--- config.mk ---
export PLATFORM = sky130hd
export DESIGN_NAME = pdac_bank
export DESIGN_NICKNAME = d
export VERILOG_FILES = /design/src/design/pdac_bank.v
export VERILOG_INCLUDE_DIRS = /design/src /design/src/design
export SDC_FILE = /design/constraint.sdc
export NUM_CORES = 1
export LEC_CHECK = 0
export ABC_AREA = 1
export BUFFER_PORTS_ARGS = -buffer_cell sky130_fd_sc_hd__buf_4
export CORE_MARGIN = 1
export CORE_UTILIZATION = 55
export CTS_CLUSTER_DIAMETER = 200
export DETAILED_ROUTE_END_ITERATION = 16
export PLACE_DENSITY_LB_ADDON = 0.15
export SLEW_MARGIN = 15
export SYNTH_ARGS = -nofsm -noshare
export SYNTH_HDL_FRONTEND = slang
export SYNTH_SLANG_ARGS = --single-unit
--- constraint.sdc ---
create_clock -name clk -period 6.4 [get_ports clk]
set_clock_uncertainty 0.2 [all_clocks]
set_input_delay 1.92 -clock clk [delete_from_list [all_inputs] [get_ports clk]]
set_output_delay 1.92 -clock clk [all_outputs]
set_load 0.02 [all_outputs]
--- src/design/pdac_defs.vh ---
// Purpose: constants for the PWM DAC bank
// Assumes: included by its bare name
// Notes:   register addresses are an 8-bit special register space
`ifndef PDAC_DEFS_VH
`define PDAC_DEFS_VH

// ----------------------------------------------------------------------
// Timing
// ----------------------------------------------------------------------
`define PDAC_CNT_LAST       8'hFE
`define PDAC_CNT_ZERO       8'h00
`define PDAC_GRP_LAST       4'hF
`define PDAC_GRP_ZERO       4'h0

// ----------------------------------------------------------------------
// Reset values
// ----------------------------------------------------------------------
`define PDAC_RST_DUTY       8'h00
`define PDAC_RST_STRETCH    4'h0

// ----------------------------------------------------------------------
// Register addresses
// ----------------------------------------------------------------------
`define PDAC_A_STATIC_DUTY  8'h00
`define PDAC_A_FS_BASE_0    8'h0E
`define PDAC_A_FS_BASE_1    8'h0F
`define PDAC_A_FS_STR_0     8'h10
`define PDAC_A_FS_STR_1     8'h11
`define PDAC_A_DYN_DUTY     8'h12
`define PDAC_A_FD_BASE      8'h15
`define PDAC_A_FD_STR       8'h16
`define PDAC_A_STATUS       8'h17

// ----------------------------------------------------------------------
// Stretch slot patterns within a group of 16 periods
// ----------------------------------------------------------------------
`define PDAC_SLOT_B0        4'h8
`define PDAC_SLOT_B1_MASK   3'h7
`define PDAC_SLOT_B1        3'h4
`define PDAC_SLOT_B2_MASK   2'h3
`define PDAC_SLOT_B2        2'h2

// ----------------------------------------------------------------------
// Channel layout
// ----------------------------------------------------------------------
`define PDAC_N_STATIC       14
`define PDAC_N_DYN          3
`define PDAC_N_FINE         3
`define PDAC_SHARE_FIRST    10
`define PDAC_N_SHARE        4

`endif

--- src/design/pdac_bank.v ---
// Purpose: bank of PWM DAC outputs, 8-bit and 12-bit (PWM plus stretch)
// Assumes: single clock, inputs synchronous, CPU writes one register
//          per sfr_wr pulse
// Notes:   new values are taken at the end of each 255-cycle period
`timescale 1ns/100ps
`default_nettype none
`include "pdac_defs.vh"

module pdac_bank
#(
    parameter DUTY_W    = 8,
    parameter STRETCH_W = 4
)
(
    // Clock and reset
    input  wire                 clk,
    input  wire                 rst_n,
    // CPU register port
    input  wire [7:0]           sfr_addr,
    input  wire                 sfr_wr,
    input  wire [7:0]           sfr_wdata,
    input  wire                 sfr_rd,
    output reg  [7:0]           sfr_rdata,
    output reg                  sfr_hit,
    // Moire control and frame marker
    input  wire                 moire_enable_first,
    input  wire                 moire_enable_second,
    input  wire                 frame_start,
    // Pin sharing with port bits
    input  wire [3:0]           port_share_sel,
    input  wire [3:0]           port_bit_out,
    // DAC outputs
    output reg  [13:0]          static_out,
    output reg  [1:0]           fine_static_out,
    output reg  [2:0]           dynamic_out,
    output reg                  fine_dynamic_out
);

    localparam N8 = `PDAC_N_STATIC + `PDAC_N_DYN;
    localparam NF = `PDAC_N_FINE;

    // ------------------------------------------------------------------
    // Helper functions
    // ------------------------------------------------------------------

    // Address of the i-th 8-bit channel (static first, then dynamic)
    function [7:0] duty_addr;
        input integer i;
        integer       j;
        begin
            // Index within the dynamic group, cut to address width
            j = i - `PDAC_N_STATIC;
            if (i < `PDAC_N_STATIC)
                duty_addr = `PDAC_A_STATIC_DUTY + i[7:0];
            else
                duty_addr = `PDAC_A_DYN_DUTY + j[7:0];
        end
    endfunction

    function [7:0] base_addr;
        input integer i;
        begin
            case (i)
                0:       base_addr = `PDAC_A_FS_BASE_0;
                1:       base_addr = `PDAC_A_FS_BASE_1;
                default: base_addr = `PDAC_A_FD_BASE;
            endcase
        end
    endfunction

    function [7:0] str_addr;
        input integer i;
        begin
            case (i)
                0:       str_addr = `PDAC_A_FS_STR_0;
                1:       str_addr = `PDAC_A_FS_STR_1;
                default: str_addr = `PDAC_A_FD_STR;
            endcase
        end
    endfunction

    // True when period slot n gets one extra high clock
    function stretch_hit;
        input [STRETCH_W-1:0] bits;
        input [3:0]           n;
        begin
            // slot map, set bits OR together
            stretch_hit =
                (bits[0] && (n == `PDAC_SLOT_B0)) ||
                (bits[1] && ((n[2:0] & `PDAC_SLOT_B1_MASK)
                              == `PDAC_SLOT_B1)) ||
                (bits[2] && ((n[1:0] & `PDAC_SLOT_B2_MASK)
                              == `PDAC_SLOT_B2)) ||
                (bits[3] && n[0]);
        end
    endfunction

    // ------------------------------------------------------------------
    // Period and group counters
    // ------------------------------------------------------------------
    reg  [7:0] cnt;
    reg  [3:0] grp;
    wire       period_end = (cnt == `PDAC_CNT_LAST);

    always @(posedge clk or negedge rst_n)
    begin
        if (!rst_n)
        begin
            cnt <= `PDAC_CNT_ZERO;
            grp <= `PDAC_GRP_ZERO;
        end
        else if (period_end)
        begin
            cnt <= `PDAC_CNT_ZERO;
            if (grp == `PDAC_GRP_LAST)
                grp <= `PDAC_GRP_ZERO;
            else
                grp <= grp + 4'h1;
        end
        else
        begin
            cnt <= cnt + 8'h01;
        end
    end

    // ------------------------------------------------------------------
    // Register file: shadow written by CPU, active used by PWM
    // ------------------------------------------------------------------
    reg [DUTY_W-1:0]    duty_sh   [0:N8-1];
    reg [DUTY_W-1:0]    duty_act  [0:N8-1];
    reg [DUTY_W-1:0]    base_sh   [0:NF-1];
    reg [DUTY_W-1:0]    base_act  [0:NF-1];
    reg [STRETCH_W-1:0] str_sh    [0:NF-1];
    reg [STRETCH_W-1:0] str_act   [0:NF-1];
    integer i;

    always @(posedge clk or negedge rst_n)
    begin
        if (!rst_n)
        begin
            for (i = 0; i < N8; i = i + 1)
            begin
                duty_sh[i]  <= `PDAC_RST_DUTY;
                duty_act[i] <= `PDAC_RST_DUTY;
            end
            for (i = 0; i < NF; i = i + 1)
            begin
                base_sh[i]  <= `PDAC_RST_DUTY;
                base_act[i] <= `PDAC_RST_DUTY;
                str_sh[i]   <= `PDAC_RST_STRETCH;
                str_act[i]  <= `PDAC_RST_STRETCH;
            end
        end
        else
        begin
            for (i = 0; i < N8; i = i + 1)
            begin
                if (sfr_wr && (sfr_addr == duty_addr(i)))
                    duty_sh[i] <= sfr_wdata;
            end
            // base or stretch write alone suffices
            for (i = 0; i < NF; i = i + 1)
            begin
                if (sfr_wr && (sfr_addr == base_addr(i)))
                    base_sh[i] <= sfr_wdata;
                if (sfr_wr && (sfr_addr == str_addr(i)))
                    str_sh[i] <= sfr_wdata[STRETCH_W-1:0];
            end
            // take new values only at period end
            // Avoids a runt or stretched pulse mid-period
            if (period_end)
            begin
                for (i = 0; i < N8; i = i + 1)
                begin
                    duty_act[i] <= duty_sh[i];
                end
                for (i = 0; i < NF; i = i + 1)
                begin
                    base_act[i] <= base_sh[i];
                    str_act[i]  <= str_sh[i];
                end
            end
        end
    end

    // ------------------------------------------------------------------
    // Moire frame phase
    // ------------------------------------------------------------------
    reg moire_blank;

    always @(posedge clk or negedge rst_n)
    begin
        if (!rst_n)
            moire_blank <= 1'b0;
        else if (frame_start)
            moire_blank <= ~moire_blank;
    end

    // ------------------------------------------------------------------
    // Waveform generation
    // ------------------------------------------------------------------
    reg [N8-1:0] next_pwm8;
    reg [NF-1:0] next_fine;
    reg [13:0]   next_static;
    // Own loop index, so no two processes drive one variable
    integer      k_wave;

    always @*
    begin
        next_pwm8   = {N8{1'b0}};
        next_fine   = {NF{1'b0}};
        next_static = 14'h0000;
        // count tops at 254 so 255 is always high
        for (k_wave = 0; k_wave < N8; k_wave = k_wave + 1)
        begin
            next_pwm8[k_wave] = (cnt < duty_act[k_wave]);
        end
        // base compare plus one stretched clock
        // Nine-bit compare so base 255 cannot wrap
        for (k_wave = 0; k_wave < NF; k_wave = k_wave + 1)
        begin
            if (stretch_hit(str_act[k_wave], grp))
                next_fine[k_wave] = ({1'b0, cnt}
                             < ({1'b0, base_act[k_wave]} + 9'h001));
            else
                next_fine[k_wave] = (cnt < base_act[k_wave]);
        end
        next_static = next_pwm8[`PDAC_N_STATIC-1:0];
        // channels 0 and 1 blanked on alternate frames, each by its own enable
        if (moire_enable_first && moire_blank)
            next_static[0] = 1'b0;
        if (moire_enable_second && moire_blank)
            next_static[1] = 1'b0;
        // shared pins carry port bits when selected
        for (k_wave = 0; k_wave < `PDAC_N_SHARE; k_wave = k_wave + 1)
        begin
            if (port_share_sel[k_wave])
                next_static[`PDAC_SHARE_FIRST + k_wave] =
                    port_bit_out[k_wave];
        end
    end

    // ------------------------------------------------------------------
    // Output registers
    // ------------------------------------------------------------------
    // Registered so the pins never show compare glitches

    always @(posedge clk or negedge rst_n)
    begin
        if (!rst_n)
        begin
            static_out       <= 14'h0000;
            fine_static_out  <= 2'h0;
            dynamic_out      <= 3'h0;
            fine_dynamic_out <= 1'b0;
        end
        else
        begin
            static_out       <= next_static;
            fine_static_out  <= next_fine[1:0];
            dynamic_out      <= next_pwm8[N8-1:`PDAC_N_STATIC];
            fine_dynamic_out <= next_fine[2];
        end
    end

    // ------------------------------------------------------------------
    // Read back
    // ------------------------------------------------------------------
    reg [7:0] next_rdata;
    reg       next_hit;
    integer   k_rd;

    // Reads return the last written value, not the active one
    // Software may see a value that is not yet on the pin
    always @*
    begin
        next_rdata = 8'h00;
        next_hit   = 1'b0;
        for (k_rd = 0; k_rd < N8; k_rd = k_rd + 1)
        begin
            if (sfr_addr == duty_addr(k_rd))
            begin
                next_rdata = duty_sh[k_rd];
                next_hit   = 1'b1;
            end
        end
        for (k_rd = 0; k_rd < NF; k_rd = k_rd + 1)
        begin
            if (sfr_addr == base_addr(k_rd))
            begin
                next_rdata = base_sh[k_rd];
                next_hit   = 1'b1;
            end
            // Upper stretch bits read as zero
            if (sfr_addr == str_addr(k_rd))
            begin
                next_rdata = {4'h0, str_sh[k_rd]};
                next_hit   = 1'b1;
            end
        end
        if (sfr_addr == `PDAC_A_STATUS)
        begin
            next_rdata = {3'h0, moire_blank, grp};
            next_hit   = 1'b1;
        end
    end

    always @(posedge clk or negedge rst_n)
    begin
        if (!rst_n)
        begin
            sfr_rdata <= 8'h00;
            sfr_hit   <= 1'b0;
        end
        else if (sfr_rd)
        begin
            sfr_rdata <= next_rdata;
            sfr_hit   <= next_hit;
        end
        else
        begin
            sfr_hit   <= 1'b0;
        end
    end

endmodule
`default_nettype wire

# Word level (Yosys, flattened, before mapping)
# Cells that the tools add are included.
[word_totals]
inputBits = 31
regBits = 386
elab_cells = 219
output_inout_bits = 29
[op_classes]
n_lt_le_gt_ge = 23
bitwise = 1
n_addsub = 5
reduce_logical = 47
n_eq_ne = 28
n_mux = 60
[op_table]
columns = ["cell", "n"]
rows = [
  ["two-way mux 8 bit", 25],
  ["< comparator 8 bit", 20],
  ["== test 8 x 4 -> 1 bit (second input constant)", 8],
  ["== test 8 x 5 -> 1 bit (second input constant)", 8],
  ["logical AND 1 bit", 37],
  ["two-way mux 1 bit", 34],
  ["== test 8 x 3 -> 1 bit (second input constant)", 4],
  ["adder 8 x 1 -> 9 bit (second input constant)", 3],
  ["< comparator 8 x 9 -> 1 bit", 3],
  ["== test 8 x 2 -> 1 bit (second input constant)", 2],
  ["logical OR 1 bit", 9],
  ["adder 8 x 1 -> 8 bit (second input constant)", 1],
  ["== test 4 bit (second input constant)", 2],
  ["== test 8 x 1 -> 1 bit (second input constant)", 1],
  ["== test 8 bit (second input constant)", 1],
  ["zero test 8 bit", 1],
  ["adder 4 x 1 -> 4 bit (second input constant)", 1],
  ["two-way mux 4 bit", 1],
  ["== test 3 bit (second input constant)", 1],
  ["== test 2 bit (second input constant)", 1],
  ["NOT 1 bit", 1],
]

# Logic depth before layout (Yosys ltp)
[depth]
ltp_word = 26
ltp_mapped = 19
mapped_depth_nobuf = 19

# Worst setup path before layout
# OpenSTA, ideal clock, no wires.
[synth_timing]
path_kind = "in2reg"
from = "input port sfr_addr[5]"
to = "register sfr_rdata[1]"
arrival_time_ps = 3325
setup_ps = 117
path_slack_ps = 2759
stages = 17
required_ps = 6083
n_path_buf = 1
path_cell_list = "nor2_2 > nand2_4 > nor2_2 > inv_2 > nor2_4 > buf_2 > nand2_1 > nand2_1 > nand4_1 > nor2_1 > nand3_1 > nor2_1 > nand4_1 > nand2_1 > nand4_1 > nand2_1 > nand2_1"
[synth_between]
elab_chain_len = 25
word_cells_on_any_way = 48
cone_classes = "eq/ne (23); mux (24); reduce/logical (1)"
[synth_rtl]
columns = ["element", "line_no", "text"]
rows = [
  ["from (decl)", "pdac_bank.v:19", "input wire [7:0] sfr_addr,"],
  ["zero test 8 bit", "pdac_bank.v:281", "if (sfr_addr == duty_addr(k_rd))"],
  ["two-way mux 8 bit (17 in series)", "pdac_bank.v:281", ""],
  ["two-way mux 8 bit", "pdac_bank.v:289", "if (sfr_addr == base_addr(k_rd))"],
  ["two-way mux 8 bit", "pdac_bank.v:295", "if (sfr_addr == str_addr(k_rd))"],
  ["two-way mux 8 bit", "pdac_bank.v:289", ""],
  ["two-way mux 8 bit", "pdac_bank.v:295", ""],
  ["two-way mux 8 bit", "pdac_bank.v:289", ""],
  ["two-way mux 8 bit", "pdac_bank.v:295", ""],
  ["two-way mux 8 bit *", "pdac_bank.v:301", "if (sfr_addr == `PDAC_A_STATUS)"],
  ["to (signal assigned)", "pdac_bank.v:317", "sfr_rdata <= next_rdata;"],
  ["to (decl)", "pdac_bank.v:23", "output reg [7:0] sfr_rdata,"],
]
# Every way passes the cells marked *; elsewhere a longest branch is shown, timed or not.
# A chain may end at the register's enable or synchronous reset.

# Final worst setup path
[layout_timing]
from = "input port sfr_addr[0]"
to = "register sfr_rdata[6]"
# Same word-level chain as after synthesis.

==> run_results.csv <==
group,metric,value,unit
pwr,clkPwrFrac,46.9,%
detailed_routing,drt-wirelength-per-cell,18.8,um
place,hpwl,34700,um
clocking,htreeDepth,2,
yosys,synth_fp_nets,2535,
finish,drive_gt1_share,7.42,%
worst_setup_path,timing.critical_path.from_type,"input port",
yosys,synth_area_leaders,"dfrtp_1, nand2_1, ha_1",
finish,layoutNonFillerInstCount,2855,
worst_setup_path,worst_setup_path_end_kind,"flip-flop",
status,status,"complete, no violations",
global_routing,grt.total_usage,30.7,%
clocking,clk_pin_slew_worst_paths,0.06,ns
worst_setup_path,worstPathMaxFanout,6,
detailed_routing,vias,16074,
clocking,cts.repair.resized,0,
worst_setup_path,cpMaxStageDelayCell,"a211oi_2",
worst_setup_path,path_cells,"buf_4 -> inv_2 -> nor2_1 -> nand2_1 -> nor2_1 -> nand2_1 -> nand2_1 -> a21oi_1 -> nand4_1 -> a211oi_2 -> nand4_1 -> nor2_1 -> nand4_1 -> a21boi_1 -> nand4_1 -> nand2_1 -> nand2_1",
clocking,post_cts_buffers,0,
detailed_routing,drc,0,
place,place_congestion,0.918,
pwr,irDropWorstVdd,0.000218,V
flow_run,cap_violations,0,
place,dp_cells,2780,
floorplan,ioPinCount,60,
clocking,root_buffer,"clkbuf_16",
clocking,clock_sinks,386,
floorplan,die_area,0.0366,sq mm
pwr,p_leak,0.0101,uW
global_routing,grt_max_degree,134,
hold_path,worstHoldPathType,"reg2reg",
floorplan,initial_core_util,56.5,%
floorplan,die_x,191,um
yosys,synth_top_area_share,49.0,%
yosys,synth_warnings,0,
finish,finalNetCount,2569,
sta,fmax,252,MHz
sta,slew_viol_final,0,
global_routing,antenna_found_initial,3,
detailed_routing,wirelength,53700,um
clocking,clk_latency,0.55,ns
sta,setup_viol,0,
clocking,cts_buffers,42,
global_routing,grt_pass1_vias,15774,
detailed_routing,via_per_inst,5.63,
yosys,seq_area_frac_synth,49.0,%
finish,nFillCells,3035,
sta,fin_crit,3.96,ns
pwr,p_sw,1190,uW
pwr,seqPwrFrac,49.4,%
floorplan,row_count,68,
sta,fin_crit_sh,61.9,%
yosys,synth_cells,2335,
sta,hold_slack,0.274,ns
worst_setup_path,arrival,4.20,ns
global_routing,grt_pass1_wl,86500,um
yosys,ys_ff_latch,386,
detailed_routing,drt_pre_antenna_iters,6,
sta,maxSlewHeadroom,21.1,%
worst_setup_path,critPathRequiredTime,6.64,ns
global_routing,overflow,0,
yosys,syn-cell-area,0.0197,sq mm
worst_setup_path,critPathMaxStageDelay,0.26,ns
yosys,ys_types,44,
pwr,cellInternalPower,3980,uW
sta,tns,0,ns
clocking,hold_buffers,0,
sta,worst_pin_slew,1.18,ns
floorplan,core-area,0.0349,sq mm
place,port_buffers,59,
clocking,cts_tree,"yes",
pwr,finalPower,5170,uW
clocking,cts_buffer_depth,3,
pwr,powerDensity,236,mW/mm^2
pwr,switching_share,23.1,%
detailed_routing,first_iter_violations,1330,
sta,rsz0062_at_grt,"false",
worst_setup_path,cpMostUsedCell,"nand2_1",
yosys,syn_avg_cell_area,8.43,sq um
yosys,yosysTopAreaCell,"dfrtp_1",
worst_setup_path,crit_type,"in2reg",
detailed_routing,ant_nets,0,
floorplan,fp.dieH,191,um
sta,finalHoldViolations,0,
finish,syn_to_final_growth,11.3,%
pwr,pwr-share-comb,3.7,%
critical path: cells and delay by family:
family / cells / cell delay, ns
compound gates: 3 / 0.66
buf+inv: 2 / 0.23
simple gates: 12 / 1.38
kinds of logic after synthesis:
family / synth area share, %
AND/OR/NAND/NOR: 17.6
AO/OA/AOI/OAI: 14.6
flip-flops: 49.0
buffers and inverters: 7.20
adder cells (fa/ha/maj): 10.7
XOR/XNOR: 0.756
per-stage QoR:
stage / util (%) / instance area (sq um) / setup slack [ns]
5_1_grt: 62.8 / 21900 / 2.14
4_1_cts: 62.8 / 21900 / 2.45
6_report: 62.8 / 21900 / 2.44
3_5_place_dp: 58.9 / 20500 / 1.90
2_1_floorplan: - / 19700 / 2.76
3_3_place_gp: 58.9 / 20500 / 1.90
Yosys cell counts (all sizes together):
cell	number
nand3b	1
o21bai	1
nand3	33
o221ai	3
and3	1
clkbuf	78
a211oi	7
o2111ai	3
o22ai	6
o221a	1
a21oi	93
o21ai	364
dfrtp	386
o211ai	16
nand4	35
xnor2	3
a21o	3
o311ai	1
a41oi	1
nor4	5
a221oi	3
xor2	14
ha	169
inv	290
a21boi	17
o21a	7
nor3	13
clkinv	2
nand2	669
o31ai	7
a31oi	2
nor2	95
buf	6
cell usage in the layout (no fill, tap or decap), types with 5 or more instances in the layout:
cell and count:
o22ai_1 6, a211oi_1 6, nand4_1 35, a21oi_1 93, inv_1 279, o21ai_0 360
buf_4 71, nand2_4 6, nor4_1 5, nand3_1 32, dfrtp_1 386, clkinv_2 8
a21boi_0 16, clkbuf_8 10, inv_2 9, clkbuf_1 10, ha_1 169, o31ai_1 7
nor2_1 79, clkbuf_16 45, nand2_1 659, nor3_1 13, o211ai_1 16, xor2_1 14
o21a_1 7, nor2_2 13
power groups by stage:
stage	registers (uW)	clock network (uW)	logic, uW
floorplan	2580	0	78.4
global placement	2600	0	189
detailed placement	2600	0	193
CTS	2560	2450	194
global route	2560	2550	218
finish	2560	2430	191
flip-flops by register name, indices dropped and copies added (netlist names):
| register | count |
|---|---|
| base_act | 24 |
| str_sh | 12 |
| base_sh | 24 |
| duty_sh | 136 |
| fine_static_out | 2 |
| static_out | 14 |
| cnt | 8 |
| fine_dynamic_out | 1 |
| sfr_rdata | 8 |
| stretch_hit.bits | 4 |
| duty_act | 136 |
| str_act | 8 |
| sfr_hit | 1 |
| dynamic_out | 3 |
| moire_blank | 1 |
| grp | 4 |
layout make-up:
| cell class | instances | area (sq um) | share of cell area, % |
|---|---|---|---|
| clock inverter | 9 | 70.1 | 0.320 |
| sequential | 386 | 9660 | 44.1 |
| tap | 455 | 569 | 2.60 |
| clock buffer | 65 | 1300 | 5.94 |
| inverter | 292 | 1100 | 5.03 |
| timing repair buffer | 74 | 588 | 2.68 |
| multi-input combinational | 1573 | 8630 | 39.4 |
| antenna | 1 | 2.50 | 0.0114 |
routing by layer:
metal | track usage [%] | wire length, um
met2 | 48.8 | 24500
met1 | 43.3 | 24100
met4 | 9.22 | 1490
met5 | 0 | 34
met3 | 4.79 | 3540
worst paths after layout:
kind	slack (ns)	depth (start not counted)	startpoint	endpoint
min reg2reg	0.27	2	duty_act[64]	duty_act[64]
min	0.27	2	duty_act[64]	duty_act[64]
min in group asynchronous	1.19	1	rst_n	static_out[3]
max	2.44	17	sfr_addr[0]	sfr_rdata[6]
max reg2reg	2.45	9	cnt[0]	duty_act[61]
max in group asynchronous	3.62	2	rst_n	duty_act[43]
Power figures use the tool's default switching activity.
